## src/lcw_defines.svh

```systemverilog
// Constants of the character panel write controller: timing, commands, widths.
// Assumes a single 100 MHz ref_clk; every count below derives from its period.
`ifndef LCW_DEFINES_SVH
`define LCW_DEFINES_SVH

// ****************************************************************
// Clock and timing
// ****************************************************************
`define LCW_CLK_PERIOD_NS 10
`define LCW_POWER_WAIT_MS 15
`define LCW_HOLD_MS       16
`define LCW_SETUP_NS      60
`define LCW_PULSE_NS      460
`define LCW_DATA_HOLD_NS  20
`define LCW_EXEC_US       40
`define LCW_HOLD_CYC      ((`LCW_HOLD_MS * 1000000) / `LCW_CLK_PERIOD_NS)
`define LCW_SETUP_CYC     ((`LCW_SETUP_NS + `LCW_CLK_PERIOD_NS - 1) / `LCW_CLK_PERIOD_NS)
`define LCW_PULSE_CYC     ((`LCW_PULSE_NS + `LCW_CLK_PERIOD_NS - 1) / `LCW_CLK_PERIOD_NS)
`define LCW_DHOLD_CYC     ((`LCW_DATA_HOLD_NS + `LCW_CLK_PERIOD_NS - 1) / `LCW_CLK_PERIOD_NS)
`define LCW_EXEC_CYC      ((`LCW_EXEC_US * 1000 + `LCW_CLK_PERIOD_NS - 1) / `LCW_CLK_PERIOD_NS)
`define LCW_CNT_W         24

// ****************************************************************
// Setup commands and levels
// ****************************************************************
`define LCW_CMD_FUNC      8'h38
`define LCW_CMD_ENTRY     8'h06
`define LCW_CMD_DISPLAY   8'h0E
`define LCW_CMD_CLEAR     8'h01
`define LCW_CMD_LAST      2'h3
`define LCW_RW_WRITE      1'h0
`define LCW_RS_COMMAND    1'h0
`define LCW_RS_DATA       1'h1

`endif

```

## src/lcw_pkg.sv

```systemverilog
// Types shared by the panel write controller modules.
// Assumes lcw_defines.svh for widths.
`default_nettype none
`include "lcw_defines.svh"

package lcw_pkg;

  // ****************************************************************
  // Common types
  // ****************************************************************
  typedef logic [7:0]              lcw_byte_t;
  typedef logic [`LCW_CNT_W-1:0]   lcw_cnt_t;

  // Power-up sequencer states, one-hot
  typedef enum logic [4:0] {
    PU_WAIT  = 5'h01,
    PU_SETUP = 5'h02,
    PU_PULSE = 5'h04,
    PU_HOLD  = 5'h08,
    PU_DONE  = 5'h10
  } lcw_pu_state_e;

  // Main machine states, one-hot
  typedef enum logic [5:0] {
    MS_INIT  = 6'h01,
    MS_READY = 6'h02,
    MS_SETUP = 6'h04,
    MS_PULSE = 6'h08,
    MS_HOLD  = 6'h10,
    MS_EXEC  = 6'h20
  } lcw_main_state_e;

endpackage

`default_nettype wire

```

## src/lcw_init_if.sv

```systemverilog
// Link from the power-up sequencer to the main controller.
// Assumes both ends run on the same ref_clk.
`default_nettype none

interface lcw_init_if;
  logic              done;
  lcw_pkg::lcw_byte_t cmd_bus;
  logic              cmd_strobe;

  // Sequencer drives, controller listens
  modport seq  (output done, output cmd_bus, output cmd_strobe);
  modport ctrl (input done, input cmd_bus, input cmd_strobe);
endinterface

`default_nettype wire

```

## src/lcw_power_up.sv

```systemverilog
// Power-up sequencer: waits, then writes the four setup commands.
// Assumes the main controller forwards cmd_bus/cmd_strobe until done rises.
`default_nettype none
`include "lcw_defines.svh"

module lcw_power_up #(
  parameter int HOLD_CYCLES = `LCW_HOLD_CYC
) (
  // Clock and reset
  input  wire logic ref_clk,
  input  wire logic reset,
  // Toward main controller
  lcw_init_if.seq   init
);

  lcw_pkg::lcw_pu_state_e state_reg, state_next;
  lcw_pkg::lcw_cnt_t      cnt_reg, cnt_next;
  logic [1:0]             idx_reg, idx_next;
  lcw_pkg::lcw_byte_t     bus_reg;
  logic                   strobe_reg;
  lcw_pkg::lcw_byte_t     cmd_byte;
  wire logic hold_end  = (cnt_reg == `LCW_CNT_W'(HOLD_CYCLES - 1));
  wire logic setup_end = (cnt_reg == `LCW_CNT_W'(`LCW_SETUP_CYC - 1));
  wire logic pulse_end = (cnt_reg == `LCW_CNT_W'(`LCW_PULSE_CYC - 1));

  // Command order leaves cursor on, screen clear, auto-increment
  assign cmd_byte = (idx_reg == 2'h0) ? `LCW_CMD_FUNC :
                    (idx_reg == 2'h1) ? `LCW_CMD_ENTRY :
                    (idx_reg == 2'h2) ? `LCW_CMD_DISPLAY : `LCW_CMD_CLEAR;

  // Next state; power wait reuses the 16 ms hold, which covers 15 ms
  always_comb begin
    state_next = state_reg;
    idx_next   = idx_reg;
    case (state_reg)
      lcw_pkg::PU_WAIT:  if (hold_end) state_next = lcw_pkg::PU_SETUP;
      lcw_pkg::PU_SETUP: if (setup_end) state_next = lcw_pkg::PU_PULSE;
      lcw_pkg::PU_PULSE: if (pulse_end) state_next = lcw_pkg::PU_HOLD;
      lcw_pkg::PU_HOLD: begin
        if (hold_end) begin
          if (idx_reg == `LCW_CMD_LAST) begin
            state_next = lcw_pkg::PU_DONE;
          end else begin
            idx_next   = idx_reg + 2'h1;
            state_next = lcw_pkg::PU_SETUP;
          end
        end
      end
      lcw_pkg::PU_DONE:  state_next = lcw_pkg::PU_DONE;
      default:           state_next = lcw_pkg::PU_WAIT;
    endcase
  end

  assign cnt_next = (state_next != state_reg) ? '0 : cnt_reg + `LCW_CNT_W'(1);

  // Registers; reset restarts from the power wait
  always_ff @(posedge ref_clk or posedge reset) begin
    if (reset) begin
      state_reg  <= lcw_pkg::PU_WAIT;
      cnt_reg    <= '0;
      idx_reg    <= 2'h0;
      bus_reg    <= 8'h00;
      strobe_reg <= 1'b0;
    end else begin
      state_reg  <= state_next;
      cnt_reg    <= cnt_next;
      idx_reg    <= idx_next;
      bus_reg    <= (state_next == lcw_pkg::PU_WAIT) ? 8'h00 : cmd_byte;
      strobe_reg <= (state_next == lcw_pkg::PU_PULSE);
    end
  end

  assign init.done       = (state_reg == lcw_pkg::PU_DONE);
  assign init.cmd_bus    = bus_reg;
  assign init.cmd_strobe = strobe_reg;

endmodule

`default_nettype wire

```

## src/lcw_ctrl.sv

```systemverilog
// Top of the character panel write controller.
// Assumes an upstream host on asynchronous pins and a write-only panel.
`default_nettype none
`include "lcw_defines.svh"

module lcw_ctrl #(
  parameter int HOLD_CYCLES = `LCW_HOLD_CYC
) (
  // Clock and reset
  input  wire logic       ref_clk,
  input  wire logic       reset,
  // Host side
  input  wire logic [7:0] host_byte_in,
  input  wire logic       host_write,
  output logic            ready,
  // Panel side
  output logic            panel_reg_select,
  output logic            panel_read_write,
  output logic            panel_strobe,
  output logic [7:0]      panel_bus
);

  // ****************************************************************
  // Declarations
  // ****************************************************************
  lcw_init_if init_link ();

  // Host pin synchronisers, three stages each
  logic               write_s1_reg;
  logic               write_s2_reg;
  logic               write_s3_reg;
  lcw_pkg::lcw_byte_t byte_s1_reg;
  lcw_pkg::lcw_byte_t byte_s2_reg;
  lcw_pkg::lcw_byte_t byte_s3_reg;
  logic               write_level_reg;
  logic               write_level_next;

  // Main machine
  lcw_pkg::lcw_main_state_e state_reg;
  lcw_pkg::lcw_main_state_e state_next;
  lcw_pkg::lcw_cnt_t        cnt_reg;
  lcw_pkg::lcw_cnt_t        cnt_next;
  lcw_pkg::lcw_byte_t       char_reg;
  lcw_pkg::lcw_byte_t       char_next;

  // Panel output registers
  logic               rs_reg;
  logic               rs_next;
  logic               strobe_reg;
  logic               strobe_next;
  lcw_pkg::lcw_byte_t bus_reg;
  lcw_pkg::lcw_byte_t bus_next;

  // ****************************************************************
  // Power-up sequencer
  // ****************************************************************
  lcw_power_up #(
    .HOLD_CYCLES (HOLD_CYCLES)
  ) u_power_up (
    .ref_clk (ref_clk),
    .reset   (reset),
    .init    (init_link.seq)
  );

  // ****************************************************************
  // Host strobe and data synchronisers
  // ****************************************************************

  // Data rides the same three stages as the strobe, so the byte seen
  // at the third stage is the one present when the strobe fell
  always_ff @(posedge ref_clk or posedge reset) begin
    if (reset) begin
      write_s1_reg <= 1'b0;
      write_s2_reg <= 1'b0;
      write_s3_reg <= 1'b0;
      byte_s1_reg  <= 8'h00;
      byte_s2_reg  <= 8'h00;
      byte_s3_reg  <= 8'h00;
    end else begin
      write_s1_reg <= host_write;
      write_s2_reg <= write_s1_reg;
      write_s3_reg <= write_s2_reg;
      byte_s1_reg  <= host_byte_in;
      byte_s2_reg  <= byte_s1_reg;
      byte_s3_reg  <= byte_s2_reg;
    end
  end

  // A strobe change counts only once stages two and three agree
  wire logic write_agree = (write_s2_reg == write_s3_reg);
  wire logic write_fall  = write_agree & ~write_s3_reg & write_level_reg;

  assign write_level_next = write_agree ? write_s3_reg : write_level_reg;

  // Filtered strobe level, tracked even while busy so that a strobe
  // that rose and fell within a busy period never looks like a new fall
  always_ff @(posedge ref_clk or posedge reset) begin
    if (reset) begin
      write_level_reg <= 1'b0;
    end else begin
      write_level_reg <= write_level_next;
    end
  end

  // ****************************************************************
  // Main state machine decode
  // ****************************************************************

  // Terminal counts of the character write phases
  wire logic setup_end = (cnt_reg == `LCW_CNT_W'(`LCW_SETUP_CYC - 1));
  wire logic pulse_end = (cnt_reg == `LCW_CNT_W'(`LCW_PULSE_CYC - 1));
  wire logic dhold_end = (cnt_reg == `LCW_CNT_W'(`LCW_DHOLD_CYC - 1));
  wire logic exec_end  = (cnt_reg == `LCW_CNT_W'(`LCW_EXEC_CYC - 1));

  // Only a fall seen while ready is high is taken
  wire logic in_ready  = (state_reg == lcw_pkg::MS_READY);
  wire logic take_byte = in_ready & write_fall;
  wire logic in_init   = (state_reg == lcw_pkg::MS_INIT);

  // Next state
  always_comb begin
    state_next = state_reg;
    case (state_reg)
      lcw_pkg::MS_INIT: begin
        if (init_link.done) begin
          state_next = lcw_pkg::MS_READY;
        end
      end
      lcw_pkg::MS_READY: begin
        if (take_byte) begin
          state_next = lcw_pkg::MS_SETUP;
        end
      end
      lcw_pkg::MS_SETUP: begin
        if (setup_end) begin
          state_next = lcw_pkg::MS_PULSE;
        end
      end
      lcw_pkg::MS_PULSE: begin
        if (pulse_end) begin
          state_next = lcw_pkg::MS_HOLD;
        end
      end
      lcw_pkg::MS_HOLD: begin
        if (dhold_end) begin
          state_next = lcw_pkg::MS_EXEC;
        end
      end
      lcw_pkg::MS_EXEC: begin
        // Panel is busy writing the character; no busy flag is read
        if (exec_end) begin
          state_next = lcw_pkg::MS_READY;
        end
      end
      default: begin
        state_next = lcw_pkg::MS_INIT;
      end
    endcase
  end

  // Phase counter clears on every state change
  assign cnt_next = (state_next != state_reg) ? '0 : cnt_reg + `LCW_CNT_W'(1);

  // Character latch loads only on an accepted fall
  assign char_next = take_byte ? byte_s3_reg : char_reg;

  // ****************************************************************
  // Panel line selection
  // ****************************************************************

  // Before done the sequencer owns the panel lines, after it the main
  // machine; the select line marks command versus character
  assign rs_next = in_init ? `LCW_RS_COMMAND : `LCW_RS_DATA;

  // Strobe rises after one setup phase; characters are stable through all of it, sequencer commands two to four from its second cycle
  assign strobe_next = in_init ? init_link.cmd_strobe
                               : (state_next == lcw_pkg::MS_PULSE);

  // Bus shows the latched byte from setup through the post-fall hold
  assign bus_next = in_init ? init_link.cmd_bus
                            : (take_byte ? byte_s3_reg : char_reg);

  // ****************************************************************
  // Registers
  // ****************************************************************

  // Machine state; reset returns control to the sequencer
  always_ff @(posedge ref_clk or posedge reset) begin
    if (reset) begin
      state_reg <= lcw_pkg::MS_INIT;
      cnt_reg   <= '0;
      char_reg  <= 8'h00;
    end else begin
      state_reg <= state_next;
      cnt_reg   <= cnt_next;
      char_reg  <= char_next;
    end
  end

  // Select, strobe and bus lines registered, so the sequencer path and the main
  // path share one cycle of latency and keep their relative timing
  always_ff @(posedge ref_clk or posedge reset) begin
    if (reset) begin
      rs_reg     <= `LCW_RS_COMMAND;
      strobe_reg <= 1'b0;
      bus_reg    <= 8'h00;
    end else begin
      rs_reg     <= rs_next;
      strobe_reg <= strobe_next;
      bus_reg    <= bus_next;
    end
  end

  // ****************************************************************
  // Outputs
  // ****************************************************************

  // Ready is a handshake, so it follows the state directly
  assign ready            = in_ready;
  assign panel_reg_select = rs_reg;
  assign panel_read_write = `LCW_RW_WRITE;
  assign panel_strobe     = strobe_reg;
  assign panel_bus        = bus_reg;

endmodule

`default_nettype wire

```

## config.mk

```make
export PLATFORM = sky130hd
export DESIGN_NAME = lcw_ctrl
export DESIGN_NICKNAME = d
export VERILOG_FILES = /design/src/lcw_pkg.sv /design/src/lcw_init_if.sv /design/src/lcw_power_up.sv /design/src/lcw_ctrl.sv
export VERILOG_INCLUDE_DIRS = /design/src
export SDC_FILE = /design/constraint.sdc
export NUM_CORES = 1
export LEC_CHECK = 0
export BUFFER_PORTS_ARGS = -buffer_cell sky130_fd_sc_hd__buf_2
export CAP_MARGIN = 5
export CORE_ASPECT_RATIO = 0.75
export CORE_MARGIN = 5
export CORE_UTILIZATION = 35
export CTS_CLUSTER_DIAMETER = 120
export DETAILED_ROUTE_END_ITERATION = 12
export SLEW_MARGIN = 20
export SYNTH_ARGS = -nofsm -noshare
export SYNTH_HDL_FRONTEND = slang
export SYNTH_SLANG_ARGS = --single-unit
```

## constraint.sdc

```tcl
create_clock -name ref_clk -period 4.05 [get_ports ref_clk]
set_input_delay 0.405 -clock ref_clk [delete_from_list [all_inputs] [get_ports ref_clk]]
set_output_delay 0.405 -clock ref_clk [all_outputs]
set_load 0.01 [all_outputs]
```

# Word level (Yosys, flattened, before mapping)
# Index checks and enable logic that the tools add are counted.
# W data, S select, Z words.
# word_totals
output_inout_bits,12
elab_cells,78
regBits,116
# classes
bitwise,5
muxes,23
n_addsub,3
n_reduce_logical,2
eq_ne,27
# ops
operator,n
$add A24 B1 Y24 const B,2
$eq A24 B3 Y1 const B,2
$eq A24 B6 Y1 const B,2
$mux W24,2
$mux W8,5
$mux W6,6
$pmux W6 S6,1
$mux W5,5
$pmux W5 S5,1
$eq A24 B1 Y1 const B,1
$eq A24 B12 Y1 const B,1
$eq A24 B21 Y1 const B,1
$eq A6 B4 Y1 const B,2
$eq A5 B1 Y1 const B,2
$eq A5 B3 Y1 const B,2
$eq A6 B1 Y1 const B,1
$eq A6 B2 Y1 const B,1
$eq A6 B3 Y1 const B,1
$eq A6 B5 Y1 const B,1
$eq A6 B6 Y1 const B,1
$ne A6 B6 Y1,1
$eq A5 B2 Y1 const B,1
$eq A5 B4 Y1 const B,1
$eq A5 B5 Y1 const B,1
11 further kinds,16

# Logic depth before layout (Yosys ltp)
# Gate-level depths: netlist of run 1.
# depth
ltp_word,8
mapped_depth,9

# Modules after synthesis
# Synthesis of run 1 repeated with hierarchy kept, for this count alone.
# unflattened
cells_unflattened,487
hier_area_um2,5398.9
# by_module_without_submodules
mod,instances,area_per_inst_um2,cells_each,seq_area_each_um2
lcw_ctrl,1,3280.6,268,1903.1
lcw_power_up,1,2118.3,219,902.1

# Worst setup path before layout of run 1
# Ideal clock, no wire load.
# synth_timing
kind,reg2reg
startpoint,register state_reg[2]
endpoint,"register bus_reg[0], in the netlist panel_bus[0]"
t_arrival_ps,2088
t_required_ps,3925
period_less_slack_ps,2212
setup_ps,125
path_slack_ps,1838
path_stages_with_launch,8
path_buffers,2
path_cell_list,dfrtp_1 -> nor4_1 -> and3b_1 -> clkbuf_1 -> and3_1 -> buf_2 -> mux2_1 -> mux2_2
# synth_via
elab_chain_len,4
word_cells_on_any_way,5
# synth_lines
item,line,text
from (decl),lcw_ctrl.sv:39,lcw_pkg::lcw_main_state_e state_reg;
from (signal assigned),lcw_ctrl.sv:190,state_reg <= lcw_pkg::MS_INIT;
from (signal assigned),lcw_ctrl.sv:194,state_reg <= state_next;
$eq A6 B2 Y1,lcw_ctrl.sv:116,wire logic in_ready = (state_reg == lcw_pkg::MS_READY);
net ready,lcw_ctrl.sv:15,"output logic ready,"
$and A1 B1 Y1,lcw_ctrl.sv:117,wire logic take_byte = in_ready & write_fall;
$mux W8,lcw_ctrl.sv:181,: (take_byte ? byte_s3_reg : char_reg);
$mux W8,lcw_ctrl.sv:180,assign bus_next = in_init ? init_link.cmd_bus
net bus_next[0],lcw_ctrl.sv:52,lcw_pkg::lcw_byte_t bus_next;
to (signal assigned),lcw_ctrl.sv:210,bus_reg <= bus_next;
to (decl),lcw_ctrl.sv:51,lcw_pkg::lcw_byte_t bus_reg;
# The timed path passes the listed nets, and every way through them passes these cells.
# A chain may end at the register's enable or synchronous reset.

# Final worst setup path of run 1
# layout_timing
startpoint,register cnt_reg[18]
endpoint,register cnt_reg[5]
# layout_via
elab_chain_len,5
word_cells_on_any_way,11
# layout_lines
item,line,text
from (decl),lcw_ctrl.sv:41,lcw_pkg::lcw_cnt_t cnt_reg;
from (signal assigned),lcw_ctrl.sv:195,cnt_reg <= cnt_next;
"$eq A24 B12 Y1, or another cell as far along",lcw_ctrl.sv:113,wire logic exec_end = (cnt_reg == `LCW_CNT_W'(`LCW_EXEC_CYC - 1));
"$mux W6, on equally long branches",--,
$pmux W6 S6 (*),lcw_ctrl.sv:123,case (state_reg)
$ne A6 B6 Y1 (*),lcw_ctrl.sv:162,assign cnt_next = (state_next != state_reg) ? '0 : cnt_reg + `LCW_CNT_W'(1);
$mux W24 (*),lcw_ctrl.sv:162,
net cnt_next[5],lcw_ctrl.sv:42,lcw_pkg::lcw_cnt_t cnt_next;
# Mark *: on every way through the listed nets, which the timed path passes. The rest lies on a longest branch.

==> results of run 1 <==
-- path summary, 6_finish.rpt --
path,depth (start not counted),end,start
max,5,cnt_reg[5],cnt_reg[18]
max reg2reg,5,cnt_reg[5],cnt_reg[18]
min in group asynchronous,3,byte_s2_reg[4],reset
min reg2reg,0,byte_s2_reg[4],byte_s1_reg[4]
min,1,byte_s1_reg[0],host_byte_in[0]
max in group asynchronous,3,u_power_up.cnt_reg[13],reset
-- stage by stage --
step | total power, µW | util, %
floorplan | 1177 | -
global placement | 1189 | 37.46
detailed placement | 1191 | 37.46
CTS | 2106 | 39.69
global route | 2161 | 39.69
finish | 2080 | 39.69
-- power by group through the flow --
stage / Combinational (µW) / Sequential, µW / Clock [µW]
final: 30.1 / 1140 / 913
after global routing: 37.4 / 1140 / 985
after CTS: 32.3 / 1140 / 937
after detailed placement: 32.1 / 1160 / 0
after global placement: 31.0 / 1160 / 0
after floorplan: 19.7 / 1160 / 0
-- layer usage --
| metal | global-route usage (%) | vias up |
|---|---|---|
| met4 | 2.959 | 0 |
| met1 | 18.22 | 1783 |
| met2 | 18.37 | 39 |
| met3 | 3.167 | 8 |
| met5 | 0 | - |
| li1 | - | 1717 |
-- critical path: stages (launching register included) --
cell and delay [ns]:
dfrtp_1 0.45, nor4_2 0.31, nand4_2 0.27, o41a_1 0.55, nor3_4 0.78, a31oi_1 0.20
-- cells in the final DEF (no fill, tap or decap), types with 9 or more instances in the layout --
cell type	n
dfrtp_1	110
nor2_1	55
xnor2_1	34
a31oi_1	27
nand3_1	26
buf_2	21
inv_1	17
nor3_1	16
nand2_1	15
nor4_1	14
xor2_1	14
nand4_1	12
clkbuf_16	9
-- final cells by class --
class	instances	area [µm²]
Fill cell	1407	8775
Timing Repair Buffer	23	120.1
Inverter	19	73.82
Clock inverter	7	98.84
Clock buffer	9	225.2
Sequential cell	112	2805
Tap cell	200	250.2
Multi-Input combinational cell	323	2201
-- cells by family after synthesis --
| kind of cell | Yosys count |
|---|---|
| simple gates | 188 |
| flops | 112 |
| compound gates | 66 |
| xor+xnor | 48 |
| buf+inv | 42 |
| mux | 12 |
| fa+ha+maj | 8 |
| other cells | 1 |
-- cells in the mapped netlist, types with 9 or more instances --
library cell / instances
nor3_1: 16
inv_1: 18
dfrtp_1: 110
nand2_1: 15
nand3_1: 26
nor2_1: 55
nand4_1: 12
a31oi_1: 27
buf_2: 9
xnor2_1: 34
xor2_1: 14
nor4_1: 14
==> flow_summary_export.csv, run 1 <==
group,metric,value,unit
timing,setup_slack,1.329,ns
synth,synth_top_family_by_area,"simple AND/OR/NAND/NOR gates",
placement,hpwl,6834,µm
worst_hold_path,hold_path_class,"in -> reg",
clock_network,postCtsSetupBuffers,0,
synth,synthSimpleGateAreaFrac,19.98,%
synth,synthXorXnorAreaFrac,8.048,%
placement,routabilityCongestion,0.8415,
timing,worst_slew_pin_slew,0.9001,ns
clock_network,cts_made_buffers,9,
synth,yosysWarnings,0,
placement,place_inst,677,
clock_network,clock_sinks,112,
detailed_routing,vias_per_cell,5.118,
worst_setup_path,cp.required,4.24,ns
timing,fin_hold_ws,0.1469,ns
global_routing,grt_pass1_wl,17390,µm
detailed_routing,antenna_left,0,
clock_network,h-tree-depth,3,
synth,synthesis.area,5224,µm²
synth,ys_types,66,
die,die_y,115.8,µm
synth,synth_compound_area_share,9.557,%
die,fp-row-count,38,
detailed_routing,routed.top_layer,"met4",
clock_network,cts-resized-gates,0,
die,start_util,35.90,%
global_routing,overflow,0,
die,fp.coreArea,14550,µm²
placement,place_area,5450,µm²
pwr,switching_share,23.54,%
pwr,powerDensity,360.2,nW/µm²
detailed_routing,drt_wl_total,9850,µm
cells_and_area,finish.cell_count_without_fillers,693,
synth,yosysTopAreaCell,"dfrtp_1",
timing,fin_crit,2.721,ns
cells_and_area,final_cell_area,5774,µm²
worst_setup_path,path_max_fanout,24,
global_routing,antenna_found_initial,0,
pwr,intPower,1590,µW
timing,fmax,0.3675,GHz
global_routing,grt_pass1_vias,3471,
cells_and_area,synthToLayoutAreaGrowth,10.54,%
synth,ys_ff_latch,112,
status,status,"finished clean",
clock_network,hold_buffers,0,
synth,synth-edff-count,0,
cells_and_area,final_net_count,507,
pwr,p_leak,0.002528,µW
synth,synth_flop_cell,"dfrtp_1",
timing,slew-limit-headroom,39.80,%
worst_setup_path,critPathCaptureType,"flip-flop",
clock_network,clkSlewWorstSetupHoldPaths,0.08,ns
worst_setup_path,path_class,"reg -> reg",
synth,async_reset_ff_share,100.0,%
clock_network,root_buffer,"clkbuf_16",
detailed_routing,drc,0,
timing,final.setup.tns,0,ns
die,pin_count,23,
pwr,combPwrFrac,1.4,%
synth,synth_fa_ha_area_share,1.916,%
detailed_routing,drt-met1-wl,5128,µm
pwr,switchingPower,489.7,µW
timing,finalSetupViolations,0,
cells_and_area,drive_gt1_share,12.78,%
global_routing,grt_usage,12.37,%
placement,place_worst_setup_slack,1.353,ns
timing,finClkSkew,0.009191,ns
placement,portBuffers,21,
detailed_routing,drt_pass1_iterations,4,
die,dieArea,17490,µm²
synth,syn_inst,477,
detailed_routing,met3_length,295,µm
clock_network,clockBufferDepth,2,
timing,rsz0062_at_grt,"false",
synth,synthTopCellsByArea,"dfrtp_1 (53%), xnor2_1 (5.7%), nor2_1 (4.0%), a31oi_1 (3.2%), nand3_1 (2.5%)",
cells_and_area,diodes,0,
run,drv_cap,0,
synth,synth_nets,496,
worst_setup_path,crit_path_start_kind,"flip-flop",
pwr,seq_power_share,54.6,%
worst_setup_path,r2r_slack,1.33,ns
worst_setup_path,worstPathArrival,2.91,ns
synth,yosysSeqAreaShare,53.70,%
detailed_routing,dr_total_vias,3547,
synth,yosys.area.top_type_share,52.69,%
pwr,p_clk_share,43.9,%
timing,fin_crit_sh,67.19,%
detailed_routing,wl_met2,4330,µm
die,die_w,151.1,µm
detailed_routing,drt-wirelength-per-cell,14.21,µm
detailed_routing,drtIter0Drc,273,
clock_network,clk_latency,0.35,ns
synth,synth_mux_area_share,2.563,%
clock_network,cts_tree,"done",
synth,syn_area_per_cell,10.95,µm²
timing,final-max-slew-violation-count,0,
timing,hold_viol_final,0,
global_routing,grt_max_degree,71,
pwr,max-vdd-ir-drop,0.2004,mV
Note: power is estimated with default switching activity, not from simulation.
==> run 2: changes to the inputs <==
- ABC_AREA: not set -> 1
- clock period: 4.05 -> 2.2 ns (I/O delays scaled with it)
==> flow_summary_export.csv, run 2 <==
group,metric,value,unit
status,status,"finished clean",
detailed_routing,vias_per_cell,4.566,
placement,routabilityCongestion,0.8506,
timing,fin_crit_sh,86.97,%
global_routing,antenna_found_initial,0,
synth,synthMostInstantiatedCell,"dfrtp_1",
placement,portBuffers,21,
synth,synth-edff-count,0,
timing,rsz0062_at_grt,"false",
detailed_routing,drc,0,
die,fp-row-count,39,
detailed_routing,drt-met1-wl,5495,µm
pwr,p_leak,0.002942,µW
worst_hold_path,hold_path_class,"reg -> reg",
global_routing,overflow,0,
die,start_util,35.34,%
cells_and_area,diodes,0,
worst_setup_path,path_max_fanout,24,
synth,synth_mux_area_share,1.057,%
timing,finClkSkew,0.009499,ns
cells_and_area,synthToLayoutAreaGrowth,15.05,%
worst_setup_path,worstPathArrival,2.19,ns
detailed_routing,wl_met2,4256,µm
synth,syn_area_per_cell,9.063,µm²
worst_setup_path,critPathCaptureType,"flip-flop",
global_routing,grt_usage,12.26,%
synth,synthXorXnorAreaFrac,6.410,%
synth,synth_top_family_by_area,"simple AND/OR/NAND/NOR gates",
timing,final-max-slew-violation-count,0,
clock_network,clkSlewWorstSetupHoldPaths,0.08,ns
synth,synth_flop_cell,"dfrtp_1",
cells_and_area,post-route-util,40.66,%
clock_network,cts_made_buffers,9,
die,pin_count,23,
worst_setup_path,regToRegStartpoint,"u_power_up.state_reg[0]",
synth,synthTopCellsByArea,"dfrtp_1 (52%), nand2_1 (6.6%), nor2_1 (6.1%), inv_1 (5.2%), xor2_1 (4.8%)",
global_routing,grt_max_degree,73,
timing,hold_viol_final,0,
detailed_routing,met3_length,307,µm
worst_setup_path,cp.required,2.48,ns
clock_network,postCtsSetupBuffers,0,
detailed_routing,drtIter0Drc,332,
synth,synth_fa_ha_area_share,1.878,%
synth,synthSimpleGateAreaFrac,25.71,%
pwr,max-vdd-ir-drop,0.3853,mV
detailed_routing,dr_total_vias,3822,
cells_and_area,drive_gt1_share,14.87,%
cells_and_area,final_cell_mix,"dfrtp_1 (110), nand2_1 (94), nor2_1 (86), inv_1 (73), nand3_1 (32)",
timing,setup_slack,0.2868,ns
detailed_routing,antenna_left,0,
synth,syn_inst,588,
synth,ys_types,41,
placement,place_worst_setup_slack,0.2946,ns
timing,fmax,0.5227,GHz
detailed_routing,routed.top_layer,"met4",
clock_network,clk_latency,0.35,ns
global_routing,grt_pass1_vias,3749,
die,die_w,152.5,µm
synth,synthesis.area,5329,µm²
placement,hpwl,7380,µm
worst_setup_path,path_class,"reg -> reg",
clock_network,clockBufferDepth,2,
synth,synth_nets,607,
timing,finalSetupViolations,0,
synth,ys_ff_latch,112,
clock_network,clock_sinks,112,
clock_network,root_buffer,"clkbuf_16",
run,drv_cap,0,
timing,final.setup.tns,0,ns
detailed_routing,drt_wl_total,10130,µm
worst_setup_path,crit_start,"u_power_up.state_reg[0]",
synth,yosysSeqAreaShare,52.64,%
pwr,powerDensity,627.6,nW/µm²
synth,yosysTopAreaCell,"dfrtp_1",
timing,fin_crit,1.913,ns
die,fp.coreArea,15080,µm²
worst_setup_path,crit_path_start_kind,"flip-flop",
synth,yosysWarnings,0,
synth,synth_compound_area_share,5.306,%
cells_and_area,final_net_count,646,
detailed_routing,drt_pass1_iterations,4,
global_routing,grt_pass1_wl,18030,µm
detailed_routing,drt-wirelength-per-cell,12.10,µm
die,dieArea,17820,µm²
timing,fin_hold_ws,0.3508,ns
pwr,power,3848,µW
worst_hold_path,hp-start,"byte_s2_reg[2]",
die,die_y,116.9,µm
clock_network,h-tree-depth,3,
clock_network,cts_tree,"done",
synth,yosys.area.top_type_share,51.66,%
synth,synth_common_cells,"dfrtp_1 (110), nand2_1 (94), nor2_1 (86)",
synth,async_reset_ff_share,100.0,%
cells_and_area,final_common_cell,"dfrtp_1",
[run 2: cell type report]
type	count	area (µm²)
fill	1459	8947
multi-input combinational	389	2155
tap	205	256.5
clock buffer	9	225.2
clock inverter	7	88.84
inverter	77	292.8
sequential	112	2805
timing repair buffer	38	307.8
[run 2: kinds of logic after synthesis]
logic type | after synthesis
and+or+nand+nor | 287
DFF | 112
buffers and inverters | 87
AOI/OAI and AO/OA | 50
xor gates and xnor gates | 39
adders and majority gates | 8
muxes | 4
other | 1
[run 2: power by group]
part | switching [µW] | internal [µW]
Sequential | 7.59 | 2080
Clock | 769 | 909
Combinational | 50.1 | 28.1
[run 2: worst paths after layout]
| kind | slack (ns) | cells past startpoint | endpoint |
|---|---|---|---|
| max | 0.29 | 11 | u_power_up.cnt_reg[0] |
| min | 0.35 | 0 | byte_s3_reg[2] |
| max reg2reg | 0.29 | 11 | u_power_up.cnt_reg[0] |
| min reg2reg | 0.35 | 0 | byte_s3_reg[2] |
| max in group asynchronous | 1.29 | 4 | state_reg[0] |
| min in group asynchronous | 0.50 | 4 | byte_s1_reg[2] |
[run 2: worst max-delay path: stages, from the launching register on]
cell,delay [ns]
dfstp_2,0.57
inv_1,0.06
nor2_1,0.08
nand2_1,0.06
nor2_1,0.22
nand3_1,0.13
nand2_2,0.13
nand2_1,0.08
a21oi_2,0.13
nand3_2,0.10
buf_12,0.17
nor2_1,0.10
[run 2: metrics by stage]
stage | instance area (µm²) | std cells
floorplan | 5333 | 588
global placement | 5717 | 811
detailed placement | 5717 | 811
CTS | 6131 | 837
global route | 6131 | 837
finish | 6131 | 837
[run 2: metal layers]
| metal | GRT usage [%] | up-vias |
|---|---|---|
| li1 | - | 1952 |
| met1 | 18.15 | 1802 |
| met2 | 17.84 | 62 |
| met3 | 3.381 | 6 |
| met4 | 3.086 | 0 |
| met5 | 0 | - |
[run 2: timing repair]
| item | in CTS | in global routing |
|---|---|---|
| hold endpoints to repair | 49 | 0 |
| gates resized for setup | 0 | 0 |
| hold buffers | 10 | 0 |
